`src/ucc_pkg.sv`:
```
/*
 Package for the upconverter channel main control block: register offsets,
 field positions, reset values, timing counts and the carrier structs.
 Assumes a 16-bit host word and the 10 MHz mclk.
*/
package ucc_pkg;
	// register offsets (word addresses on the host bus)
	localparam logic [3:0] UCC_ADDR_GAIN_RAMP = 4'hb;
	localparam logic [3:0] UCC_ADDR_MAIN_CTRL = 4'hc;
	// gain_ramp_setup fields
	localparam int UCC_GR_LEN_LSB = 0;
	localparam int UCC_GR_LEN_W = 7;
	localparam int UCC_GR_SHORT_BIT = 7;
	localparam int UCC_GR_BYPASS_BIT = 8;
	// channel_main_control fields
	localparam int UCC_MC_IMM_BIT = 15;
	localparam int UCC_MC_RHOLD_BIT = 14;
	localparam int UCC_MC_DLY_BIT = 13;
	localparam int UCC_MC_CHOLD_BIT = 12;
	localparam int UCC_MC_GSRC_BIT = 11;
	localparam int UCC_MC_THR_LSB = 8;
	localparam int UCC_MC_CPLX_BIT = 7;
	localparam int UCC_MC_ONL_BIT = 6;
	localparam int UCC_MC_INEN_BIT = 5;
	localparam int UCC_MC_OUTEN_BIT = 4;
	localparam int UCC_MC_SGD_BIT = 3;
	localparam int UCC_MC_FSUP_BIT = 2;
	localparam int UCC_MC_OVRD_BIT = 1;
	localparam int UCC_MC_SWTX_BIT = 0;
	// reset values
	localparam logic [15:0] UCC_GR_RESET = 16'h0000;
	localparam logic [15:0] UCC_MC_RESET = 16'h0000;
	// timing counts in mclk cycles, then the channel count
	localparam int UCC_SYNC_CLKS = 4;
	localparam int UCC_SWTX_FLUSH_CLKS = 16;
	localparam int UCC_OFFLINE_FLUSH_CLKS = 24;
	localparam int UCC_GATE_FLUSH_CLKS = 16;
	localparam int UCC_CHANNELS = 4;

	// host access to the channel's registers
	typedef struct packed {
		logic wr;
		logic rd;
		logic [3:0] addr;
		logic [15:0] wdata;
	} ucc_host_t;

	// control outputs handed to the channel datapath
	typedef struct packed {
		logic imm_update;
		logic sync_update;
		logic ramp_host_access;
		logic coef_host_access;
		logic half_delay;
		logic gate_internal;
		logic [2:0] ae_threshold;
		logic fifo_rd_zero;
		logic flush;
		logic serial_run;
		logic serial_req_en;
		logic chan_reset;
		logic ramp_active;
	} ucc_ctl_t;
endpackage

```
`src/ucc_main_ctrl.sv`:
```
/*
 Per-channel control registers and control logic of a quad upconverter.
 Assumes host strobes are on mclk; gate pin and hardware strobes that are not
 arrive through this block's own synchronisers; datapath inputs are on mclk.
*/
// Functional notes
// Lower trim bit removes two edge latencies from the gate delay path.
// Host pairs shortened latency with data span 3 and interpolation 4.
// Upper trim bit bypasses alignment; raw gate feeds the channel.
// Seven-bit length field is the highest ramp memory address used.
// Immediate bit clear: slaves update only on masked synchronous updates.
// Immediate bit set: host write loads slave after 4-clock synchronisation.
// Ramp hold gives host ramp memory, freezes last address and gain.
// Releasing ramp hold returns output to current ramp address and value.
// Delay select inserts half coarse-sample delay after shaping filter.
// Coefficient hold hands coefficient memories to host, else hardware owns.
// Gate-source bit selects internal gate generator, default external pin.
// Three-bit threshold sets almost-empty level for both I and Q FIFOs.
// Complex output swaps real sums for imaginary sums on channels 0 and 2.
// Offline forces FIFO read address zero; drained flag after flushing.
// Input-enable gates hardware transmit-enable and update inputs.
// Output-enable clear drives channel output data to zero.
// Serial-gate-disable keeps serial input block running regardless of gate.
// With serial gating off, the source feeds zeros while gate low.
// Gate rising edge flushes channel and filter memory unless suppressed.
// Parallel-mode FIFO overflow resets channel unless disabled.
// Software transmit rising edge flushes 16 clocks and masks an update.
// Software transmit high permits serial requests; low stops them.
// Gain-ramp mode slews gain through ramp memory on gate transitions.
// Each channel keeps its own registers; reads return last writes.
`timescale 1ns/100ps

module ucc_main_ctrl
	import ucc_pkg::*;
#(
	parameter int CHANNEL_ID = 0,
	parameter int DW = 20
)
(
	// clock and reset
	input wire logic mclk,
	input wire logic reset,
	// host register port
	input wire ucc_pkg::ucc_host_t host,
	output logic [15:0] host_rdata,
	// gate and hardware strobes from pins
	input wire logic gate_pin,
	input wire logic hw_tx_enable,
	input wire logic hw_update,
	// datapath inputs on mclk
	input wire logic gate_internal_gen,
	input wire logic gain_ramp_mode,
	input wire logic parallel_mode,
	input wire logic fifo_overflow,
	input wire logic [DW-1:0] chan_data,
	input wire logic [DW-1:0] real_partial_sum_two,
	input wire logic [DW-1:0] imag_partial_sum_one,
	input wire logic [DW-1:0] real_partial_sum_four,
	input wire logic [DW-1:0] imag_partial_sum_three,
	input wire logic [DW-1:0] other_sum,
	// control outputs
	output ucc_pkg::ucc_ctl_t ctl,
	output logic [6:0] ramp_last_addr,
	output logic [6:0] ramp_addr,
	output logic channel_transmit_gate,
	output logic channel_drained_flag,
	output logic [DW-1:0] chan_out,
	output logic [DW-1:0] sum_out
);
	import ucc_pkg::*;

	typedef struct packed {
		logic [15:0] gr;
		logic [15:0] mc;
		logic [1:0] gp_s;
		logic [1:0] htx_s;
		logic [1:0] hup_s;
		logic [2:0] gdly;
		logic gate;
		logic gate_prev;
		logic swtx_prev;
		logic [4:0] flush_cnt;
		logic [4:0] off_cnt;
		logic drained;
		logic [UCC_SYNC_CLKS-1:0] imm_pipe;
		logic sync_upd;
		logic [6:0] raddr;
		logic rhold;
		logic [6:0] rfrozen;
		logic ramp_act;
		logic dly_ph;
		logic chrst;
		logic [DW-1:0] cout;
		logic [DW-1:0] sout;
		logic [15:0] rdata;
	} ucc_state_t;

	ucc_state_t s_q, s_d;

	logic hw_tx_ok;
	logic hw_up_ok;
	logic gate_src;
	logic gate_rise;
	logic gate_edge;
	logic swtx_rise;

	// accepted hardware strobes and gate selection
	always_comb
	begin
		hw_tx_ok = s_q.htx_s[1] & s_q.mc[UCC_MC_INEN_BIT];
		hw_up_ok = s_q.hup_s[1] & s_q.mc[UCC_MC_INEN_BIT];
		// internal generator or the pin, qualified by the hardware enable when input enable is set
		gate_src = (s_q.mc[UCC_MC_GSRC_BIT] ? gate_internal_gen : s_q.gp_s[1])
			& (hw_tx_ok | ~s_q.mc[UCC_MC_INEN_BIT]);
		gate_rise = s_q.gate & ~s_q.gate_prev;
		gate_edge = s_q.gate ^ s_q.gate_prev;
		swtx_rise = s_q.mc[UCC_MC_SWTX_BIT] & ~s_q.swtx_prev;
	end

	// next-state logic
	always_comb
	begin
		s_d = s_q;
		// pin synchronisers: only stage 1 reads stage 0
		s_d.gp_s = {s_q.gp_s[0], gate_pin};
		s_d.htx_s = {s_q.htx_s[0], hw_tx_enable};
		s_d.hup_s = {s_q.hup_s[0], hw_update};

		// host writes; registers are per channel instance
		if (host.wr && host.addr == UCC_ADDR_GAIN_RAMP)
			s_d.gr = host.wdata;
		if (host.wr && host.addr == UCC_ADDR_MAIN_CTRL)
			s_d.mc = host.wdata;
		// registered read data, unmapped reads as zero
		unique case (host.addr)
			UCC_ADDR_GAIN_RAMP: s_d.rdata = s_q.gr;
			UCC_ADDR_MAIN_CTRL: s_d.rdata = s_q.mc;
			default: s_d.rdata = 16'h0000;
		endcase

		// gate alignment delay: three stages, one when shortened
		s_d.gdly = {s_q.gdly[1:0], gate_src};
		if (s_q.gr[UCC_GR_BYPASS_BIT])
			s_d.gate = gate_src;
		else if (s_q.gr[UCC_GR_SHORT_BIT])
			s_d.gate = s_q.gdly[0];
		else
			s_d.gate = s_q.gdly[2];
		s_d.gate_prev = s_q.gate;
		s_d.swtx_prev = s_q.mc[UCC_MC_SWTX_BIT];

		// immediate update: host write shifts through a 4-clock pipe
		s_d.imm_pipe = {s_q.imm_pipe[UCC_SYNC_CLKS-2:0],
			host.wr & s_q.mc[UCC_MC_IMM_BIT]};
		// masked synchronous update from hardware strobe or sw transmit edge
		s_d.sync_upd = (hw_up_ok | swtx_rise) & ~s_q.mc[UCC_MC_IMM_BIT];
		if (swtx_rise)
			s_d.sync_upd = 1'b1;

		// flush counter: sw transmit edge and gate rising edge; a new edge restarts it
		if (swtx_rise)
			s_d.flush_cnt = 5'(UCC_SWTX_FLUSH_CLKS);
		else if (gate_rise && !s_q.mc[UCC_MC_FSUP_BIT])
			s_d.flush_cnt = 5'(UCC_GATE_FLUSH_CLKS);
		else if (s_q.flush_cnt != 5'h00)
			s_d.flush_cnt = s_q.flush_cnt - 5'h01;

		// offline flushing and drained flag
		if (s_q.mc[UCC_MC_ONL_BIT])
		begin
			s_d.off_cnt = 5'(UCC_OFFLINE_FLUSH_CLKS);
			s_d.drained = 1'b0;
		end
		else if (s_q.off_cnt != 5'h00)
			s_d.off_cnt = s_q.off_cnt - 5'h01;
		else
			s_d.drained = 1'b1;

		// ramp sequencer: walks 0..length on gate transitions in ramp mode
		s_d.rhold = s_q.mc[UCC_MC_RHOLD_BIT];
		if (s_q.mc[UCC_MC_RHOLD_BIT] && !s_q.rhold)
			s_d.rfrozen = s_q.raddr;
		if (!s_q.mc[UCC_MC_RHOLD_BIT])
		begin
			if (gain_ramp_mode && gate_edge)
				s_d.ramp_act = 1'b1;
			if (s_q.ramp_act)
			begin
				if (s_q.gate)
				begin
					if (s_q.raddr == s_q.gr[UCC_GR_LEN_LSB +: UCC_GR_LEN_W])
						s_d.ramp_act = 1'b0;
					else
						s_d.raddr = s_q.raddr + 7'h01;
				end
				else if (s_q.raddr == 7'h00)
					s_d.ramp_act = 1'b0;
				else
					s_d.raddr = s_q.raddr - 7'h01;
			end
		end

		// half coarse-sample delay phase toggles each clock when selected
		s_d.dly_ph = s_q.mc[UCC_MC_DLY_BIT] & ~s_q.dly_ph;

		// parallel-mode overflow reset
		s_d.chrst = fifo_overflow & parallel_mode & ~s_q.mc[UCC_MC_OVRD_BIT];

		// output data: zeroed when disabled or flushing
		s_d.cout = (s_q.mc[UCC_MC_OUTEN_BIT] && s_q.flush_cnt == 5'h00)
			? chan_data : '0;
		// complex steering on channels 0 and 2
		if (CHANNEL_ID == 0)
			s_d.sout = s_q.mc[UCC_MC_CPLX_BIT] ? imag_partial_sum_one
				: real_partial_sum_two;
		else if (CHANNEL_ID == 2)
			s_d.sout = s_q.mc[UCC_MC_CPLX_BIT] ? imag_partial_sum_three
				: real_partial_sum_four;
		else
			s_d.sout = other_sum;
	end

	// state register
	always_ff @(posedge mclk)
	begin
		if (reset)
		begin
			s_q <= '0;
			s_q.gr <= UCC_GR_RESET;
			s_q.mc <= UCC_MC_RESET;
		end
		else
			s_q <= s_d;
	end

	// outputs; ctl fields are combinational decodes of registered state
	always_comb
	begin
		ctl.imm_update = s_q.imm_pipe[UCC_SYNC_CLKS-1];
		ctl.sync_update = s_q.sync_upd;
		ctl.ramp_host_access = s_q.mc[UCC_MC_RHOLD_BIT];
		ctl.coef_host_access = s_q.mc[UCC_MC_CHOLD_BIT];
		ctl.half_delay = s_q.dly_ph;
		ctl.gate_internal = s_q.mc[UCC_MC_GSRC_BIT];
		ctl.ae_threshold = s_q.mc[UCC_MC_THR_LSB +: 3];
		ctl.fifo_rd_zero = ~s_q.mc[UCC_MC_ONL_BIT];
		ctl.flush = s_q.flush_cnt != 5'h00;
		// serial block follows the gate unless gating is disabled
		ctl.serial_run = s_q.mc[UCC_MC_SGD_BIT] | s_q.gate;
		ctl.serial_req_en = s_q.mc[UCC_MC_SWTX_BIT];
		ctl.chan_reset = s_q.chrst;
		ctl.ramp_active = s_q.ramp_act;
	end

	// on hold the ramp address reads frozen; on release it returns to live
	assign ramp_addr = s_q.rhold ? s_q.rfrozen : s_q.raddr;
	assign ramp_last_addr = s_q.rfrozen;
	assign channel_transmit_gate = s_q.gate;
	assign channel_drained_flag = s_q.drained;
	assign chan_out = s_q.cout;
	assign sum_out = s_q.sout;
	assign host_rdata = s_q.rdata;

	// gate path length matches the trim setting
	AST_BYPASS: assert property (@(posedge mclk) disable iff (reset)
		s_q.gr[UCC_GR_BYPASS_BIT] && $past(s_q.gr[UCC_GR_BYPASS_BIT]) |->
		s_q.gate == $past(gate_src))
		else $error("bypass gate mismatch");
	AST_SHORT: assert property (@(posedge mclk) disable iff (reset)
		(s_q.gr[8:7] == 2'b01) [*3] |-> s_q.gate == $past(gate_src, 2))
		else $error("short gate latency wrong");
	AST_IMM: assert property (@(posedge mclk) disable iff (reset)
		host.wr && s_q.mc[UCC_MC_IMM_BIT] |-> ##4 ctl.imm_update)
		else $error("immediate update not after 4 clocks");
	AST_SWTX_FLUSH: assert property (@(posedge mclk) disable iff (reset)
		swtx_rise |=> ctl.flush [*8] ##1 ctl.sync_update == 1'b0 || ctl.flush)
		else $error("sw transmit flush too short");
	AST_SYNC_MASK: assert property (@(posedge mclk) disable iff (reset)
		s_q.mc[UCC_MC_IMM_BIT] && !swtx_rise |=> !ctl.sync_update)
		else $error("sync update in immediate mode");
	AST_OUT_ZERO: assert property (@(posedge mclk) disable iff (reset)
		!s_q.mc[UCC_MC_OUTEN_BIT] |=> chan_out == '0)
		else $error("output not zeroed");
	AST_DRAIN: assert property (@(posedge mclk) disable iff (reset)
		$fell(s_q.mc[UCC_MC_ONL_BIT]) |-> !channel_drained_flag ##[20:30] channel_drained_flag)
		else $error("drained flag timing");
	AST_OVF: assert property (@(posedge mclk) disable iff (reset)
		fifo_overflow && !parallel_mode |=> !ctl.chan_reset)
		else $error("overflow reset outside parallel mode");
	AST_RAMP_LEN: assert property (@(posedge mclk) disable iff (reset)
		s_q.ramp_act && s_q.gate && !s_q.rhold && $stable(s_q.gr) |->
		s_q.raddr <= s_q.gr[6:0] || $past(s_q.raddr) == s_q.raddr)
		else $error("ramp beyond length");
	AST_HOLD: assert property (@(posedge mclk) disable iff (reset)
		s_q.rhold && $past(s_q.rhold) |-> $stable(ramp_addr))
		else $error("ramp address moved while held");
	AST_SERIAL: assert property (@(posedge mclk) disable iff (reset)
		s_q.mc[UCC_MC_SGD_BIT] |-> ctl.serial_run)
		else $error("serial block stopped");
endmodule

```
`config.mk`:
```
export PLATFORM = sky130hd
export DESIGN_NAME = ucc_main_ctrl
export DESIGN_NICKNAME = d
export VERILOG_FILES = /design/src/ucc_pkg.sv /design/src/ucc_main_ctrl.sv
export SDC_FILE = /design/constraint.sdc
export NUM_CORES = 1
export LEC_CHECK = 0
export BUFFER_PORTS_ARGS = -buffer_cell sky130_fd_sc_hd__clkbuf_2
export CORE_UTILIZATION = 29
export CTS_BUF_LIST = sky130_fd_sc_hd__clkbuf_8
export CTS_CLUSTER_DIAMETER = 30
export CTS_CLUSTER_SIZE = 10
export DETAILED_ROUTE_END_ITERATION = 10
export HOLD_SLACK_MARGIN = 0.08
export MAX_ROUTING_LAYER = met4
export PLACE_DENSITY = 0.6
export SLEW_MARGIN = 0
export SYNTH_ARGS = -nofsm -noshare
export SYNTH_HDL_FRONTEND = slang
export SYNTH_SLANG_ARGS = --single-unit
```
`constraint.sdc`:
```
create_clock -name mclk -period 2.5 [get_ports mclk]
set_input_delay 0.5 -clock mclk [delete_from_list [all_inputs] [get_ports mclk]]
set_output_delay 0.5 -clock mclk [all_outputs]
set_load 0.05 [all_outputs]
```
==> metrics.txt <==
yosys warns 0; CP peak stage delay approximately 0.32 ns; Largest delay share family, worst path buffers and inverters; area delta synth->final 19.3%; fraction of registers with async set or reset after synthesis 0; worst hold path class input port to flop; Register-to-Register Path Depth 8; Mean Syn Cell Area approximately 9.3 um2; wire per inst 13.3 um; WHS Path Cells 2; grt total ovfl 0; P_int around 3.5 mW; final-report hold violation count 0; Worst VDD drop 0.416 mV; most frequent cell on the critical path inv_1; clk slew on worst S/H paths 0.07 ns; Synth cell types 47; Cells after Synth roughly 590; die height 140 um; # Post-CTS Setup Buffers 0; P_leak roughly 2.8 nW; Routed Antenna Nets 0; Die Area ~20000 um2; Max FO, Critical Path 4; post-cts resize count 0; CP bufs+invs 3; CTS Buf Count 17; final critical-path required period 2.28 ns; Max Buffers Root-to-Sink 2; global-route wire length before repair around 19000 um; drt pass-1 iters 4; CP Data Required Time 2.00 ns; net switching power 1.32 mW; CP startpoint kind flop; share of layout cells above drive strength 1 0.338; clk_lat worst skew around 0.44 ns; GP Congestion around 0.79; PortBufs between 150 and 200; TNS Setup 0 ns; cts hold-fix bufs 0; Slew Limit Fails 0; Slew headroom 0.476; CTS root buffer clkbuf_8; HPWL after DPL approximately 9000 um; largest net degree at the start of global routing 60; Crit Path Class flop to output port; nets@finish 855; crit path cell chain inv_1, ha_1, nand2_1, nor2_1, inv_1, clkbuf_2; CTS tree built; first-iteration detailed-routing DRC count roughly 240; post-synthesis sequential area ratio 0.488; max cap viols 0; initial antenna violation count 1; crit end category output port; switching share of power 0.273; H-tree levels 4; Max Clock Skew roughly 0.0098 ns; Synth Register Bits about 130; All-Layer GR Usage 0.135; clock sink count about 130; Remaining DRCs 0; vias in the first global route 3705; Post-synth top flop dfxtp_1; Worst EP arrival between 1.5 and 2 ns; post-layout util 0.359; final setup vio count 0; Vias just over 4000; number of enable flip-flop cells after synthesis 0; Crit. path cell count 6; period utilization 0.910; Clock Power Share 0.388; combinational power share 0.141; sequential power share 0.471; Cell Pwr Density 739 nW/um2; core outline area 18300 um2; RSZ-0062 raised after global routing no; Cell Area, Synth around 5500 um2; Slew @ Worst Pin approximately 0.78 ns; Initial Utilization 0.301; die width between 100 and 150 um; top-level port count roughly 240; hold_ws roughly 0.26 ns; Post-Syn Nets ~750; CP max stage cell dfxtp_1; wirelength, routed around 12000 um; vias per inst 4.34; status finished, final reports clean; Rows between 40 and 50; Max Clk Rate 440 MHz
## cell type report
type / instances / area (um2)
Inverter: 11 / 41.3
Multi-Input combinational cell: 339 / 2100
Tap cell: 229 / 287
Sequential cell: 134 / 2680
Clock inverter: 13 / 156
Clock buffer: 19 / 262
Antenna cell: 1 / 2.50
Fill cell: 1907 / 11700
Timing Repair Buffer: 192 / 1030
## cell usage in the layout, fill, tap and decap left out, types with 3 or more instances in the layout
cell,synthesis,routed
a211oi_1,5,5
a21oi_1,41,41
a22oi_1,16,16
and2_1,23,23
buf_4,75,15
bufinv_16,0,3
clkbuf_2,1,175
clkbuf_8,0,19
clkinv_2,0,3
clkinvlp_4,0,4
dfxtp_1,134,133
ha_1,8,8
inv_1,11,12
mux2_2,7,7
mux2i_1,31,31
nand2_1,70,70
nand2b_1,4,4
nor2_1,62,62
nor2b_1,16,16
nor3_1,7,7
nor4_1,3,3
xnor2_1,15,15
## synthesized netlist by cell type (3+ instances only)
cell type  number  share of area
dfxtp_1       134           0.49
buf_4          75           0.10
nand2_1        70          0.048
nor2_1         62          0.042
a21oi_1        41          0.037
mux2i_1        31          0.056
and2_1         23          0.026
clkbuf_1       23          0.016
a22oi_1        16          0.022
nor2b_1        16          0.018
xnor2_1        15          0.024
inv_1          11         0.0075
ha_1            8          0.018
mux2_2          7          0.014
nor3_1          7         0.0064
a211oi_1        5         0.0068
buf_2           4         0.0036
nand2b_1        4         0.0046
nor4_1          3         0.0034
## final timing paths
path                                                       start                      to  slack, ns
worst max-delay path                        s_q[85]$_SDFFE_PP0P_                  ctl[4]       0.22
worst min-delay path                                chan_data[3]  chan_out[3]$_SDFF_PP0_       0.26
worst max register to register  channel_transmit_gate$_SDFF_PP0_    s_q[73]$_SDFFE_PP0P_       0.35
worst min register to register                s_d[77]$_SDFF_PP0_      s_d[78]$_SDFF_PP0_       0.43
## cell families (layout without fill, tap and decap cells)
family	Yosys count	count (layout)	synth area share
adder cells (fa/ha/maj)	9	9	0.0219
other	0	1	0
AND/OR/NAND/NOR	199	199	0.170
XOR/XNOR	17	17	0.0271
flip-flops	134	134	0.488
AO/OA/AOI/OAI	75	75	0.0897
buffers and inverters	115	235	0.131
multiplexers	39	39	0.0728
## power groups by stage
stage	Combinational, mW	Clock (mW)	Sequential [mW]
after floorplan	0.512	0	2.34
after global placement	0.681	0	2.33
after detailed placement	0.689	0	2.33
after CTS	0.693	1.96	2.28
after global routing	0.757	2.05	2.29
final	0.685	1.88	2.28
## layer usage
layer  global-route usage  vias up  routed length [um]
met5                    -        -                   0
met2                0.211      140                5660
met4               0.0532        0                 159
li1                     -     2083                   -
met3               0.0602       14                1120
met1                0.149     1833                5520
## registers in the layout (all words and copies together) (netlist names)
register and flops:
chan_out 20, channel_drained_flag 1, channel_transmit_gate 1, ctl 12, host_rdata 16, ramp_last_addr 7
s_d 8, s_q 49, sum_out 20
## stage by stage
| stage | cells | setup WS [ns] | area [um2] | power [mW] |
|---|---|---|---|---|
| final | 938 | 0.225 | 6560 | 4.85 |
| after floorplan | 588 | 0.0765 | 5500 | 2.85 |
| after global routing | 938 | 0.0711 | 6560 | 5.10 |
| after detailed placement | 905 | 0.345 | 6140 | 3.02 |
| after global placement | 905 | 0.372 | 6140 | 3.01 |
| after CTS | 937 | 0.177 | 6560 | 4.93 |
Note: power is estimated with default switching activity, not from simulation.
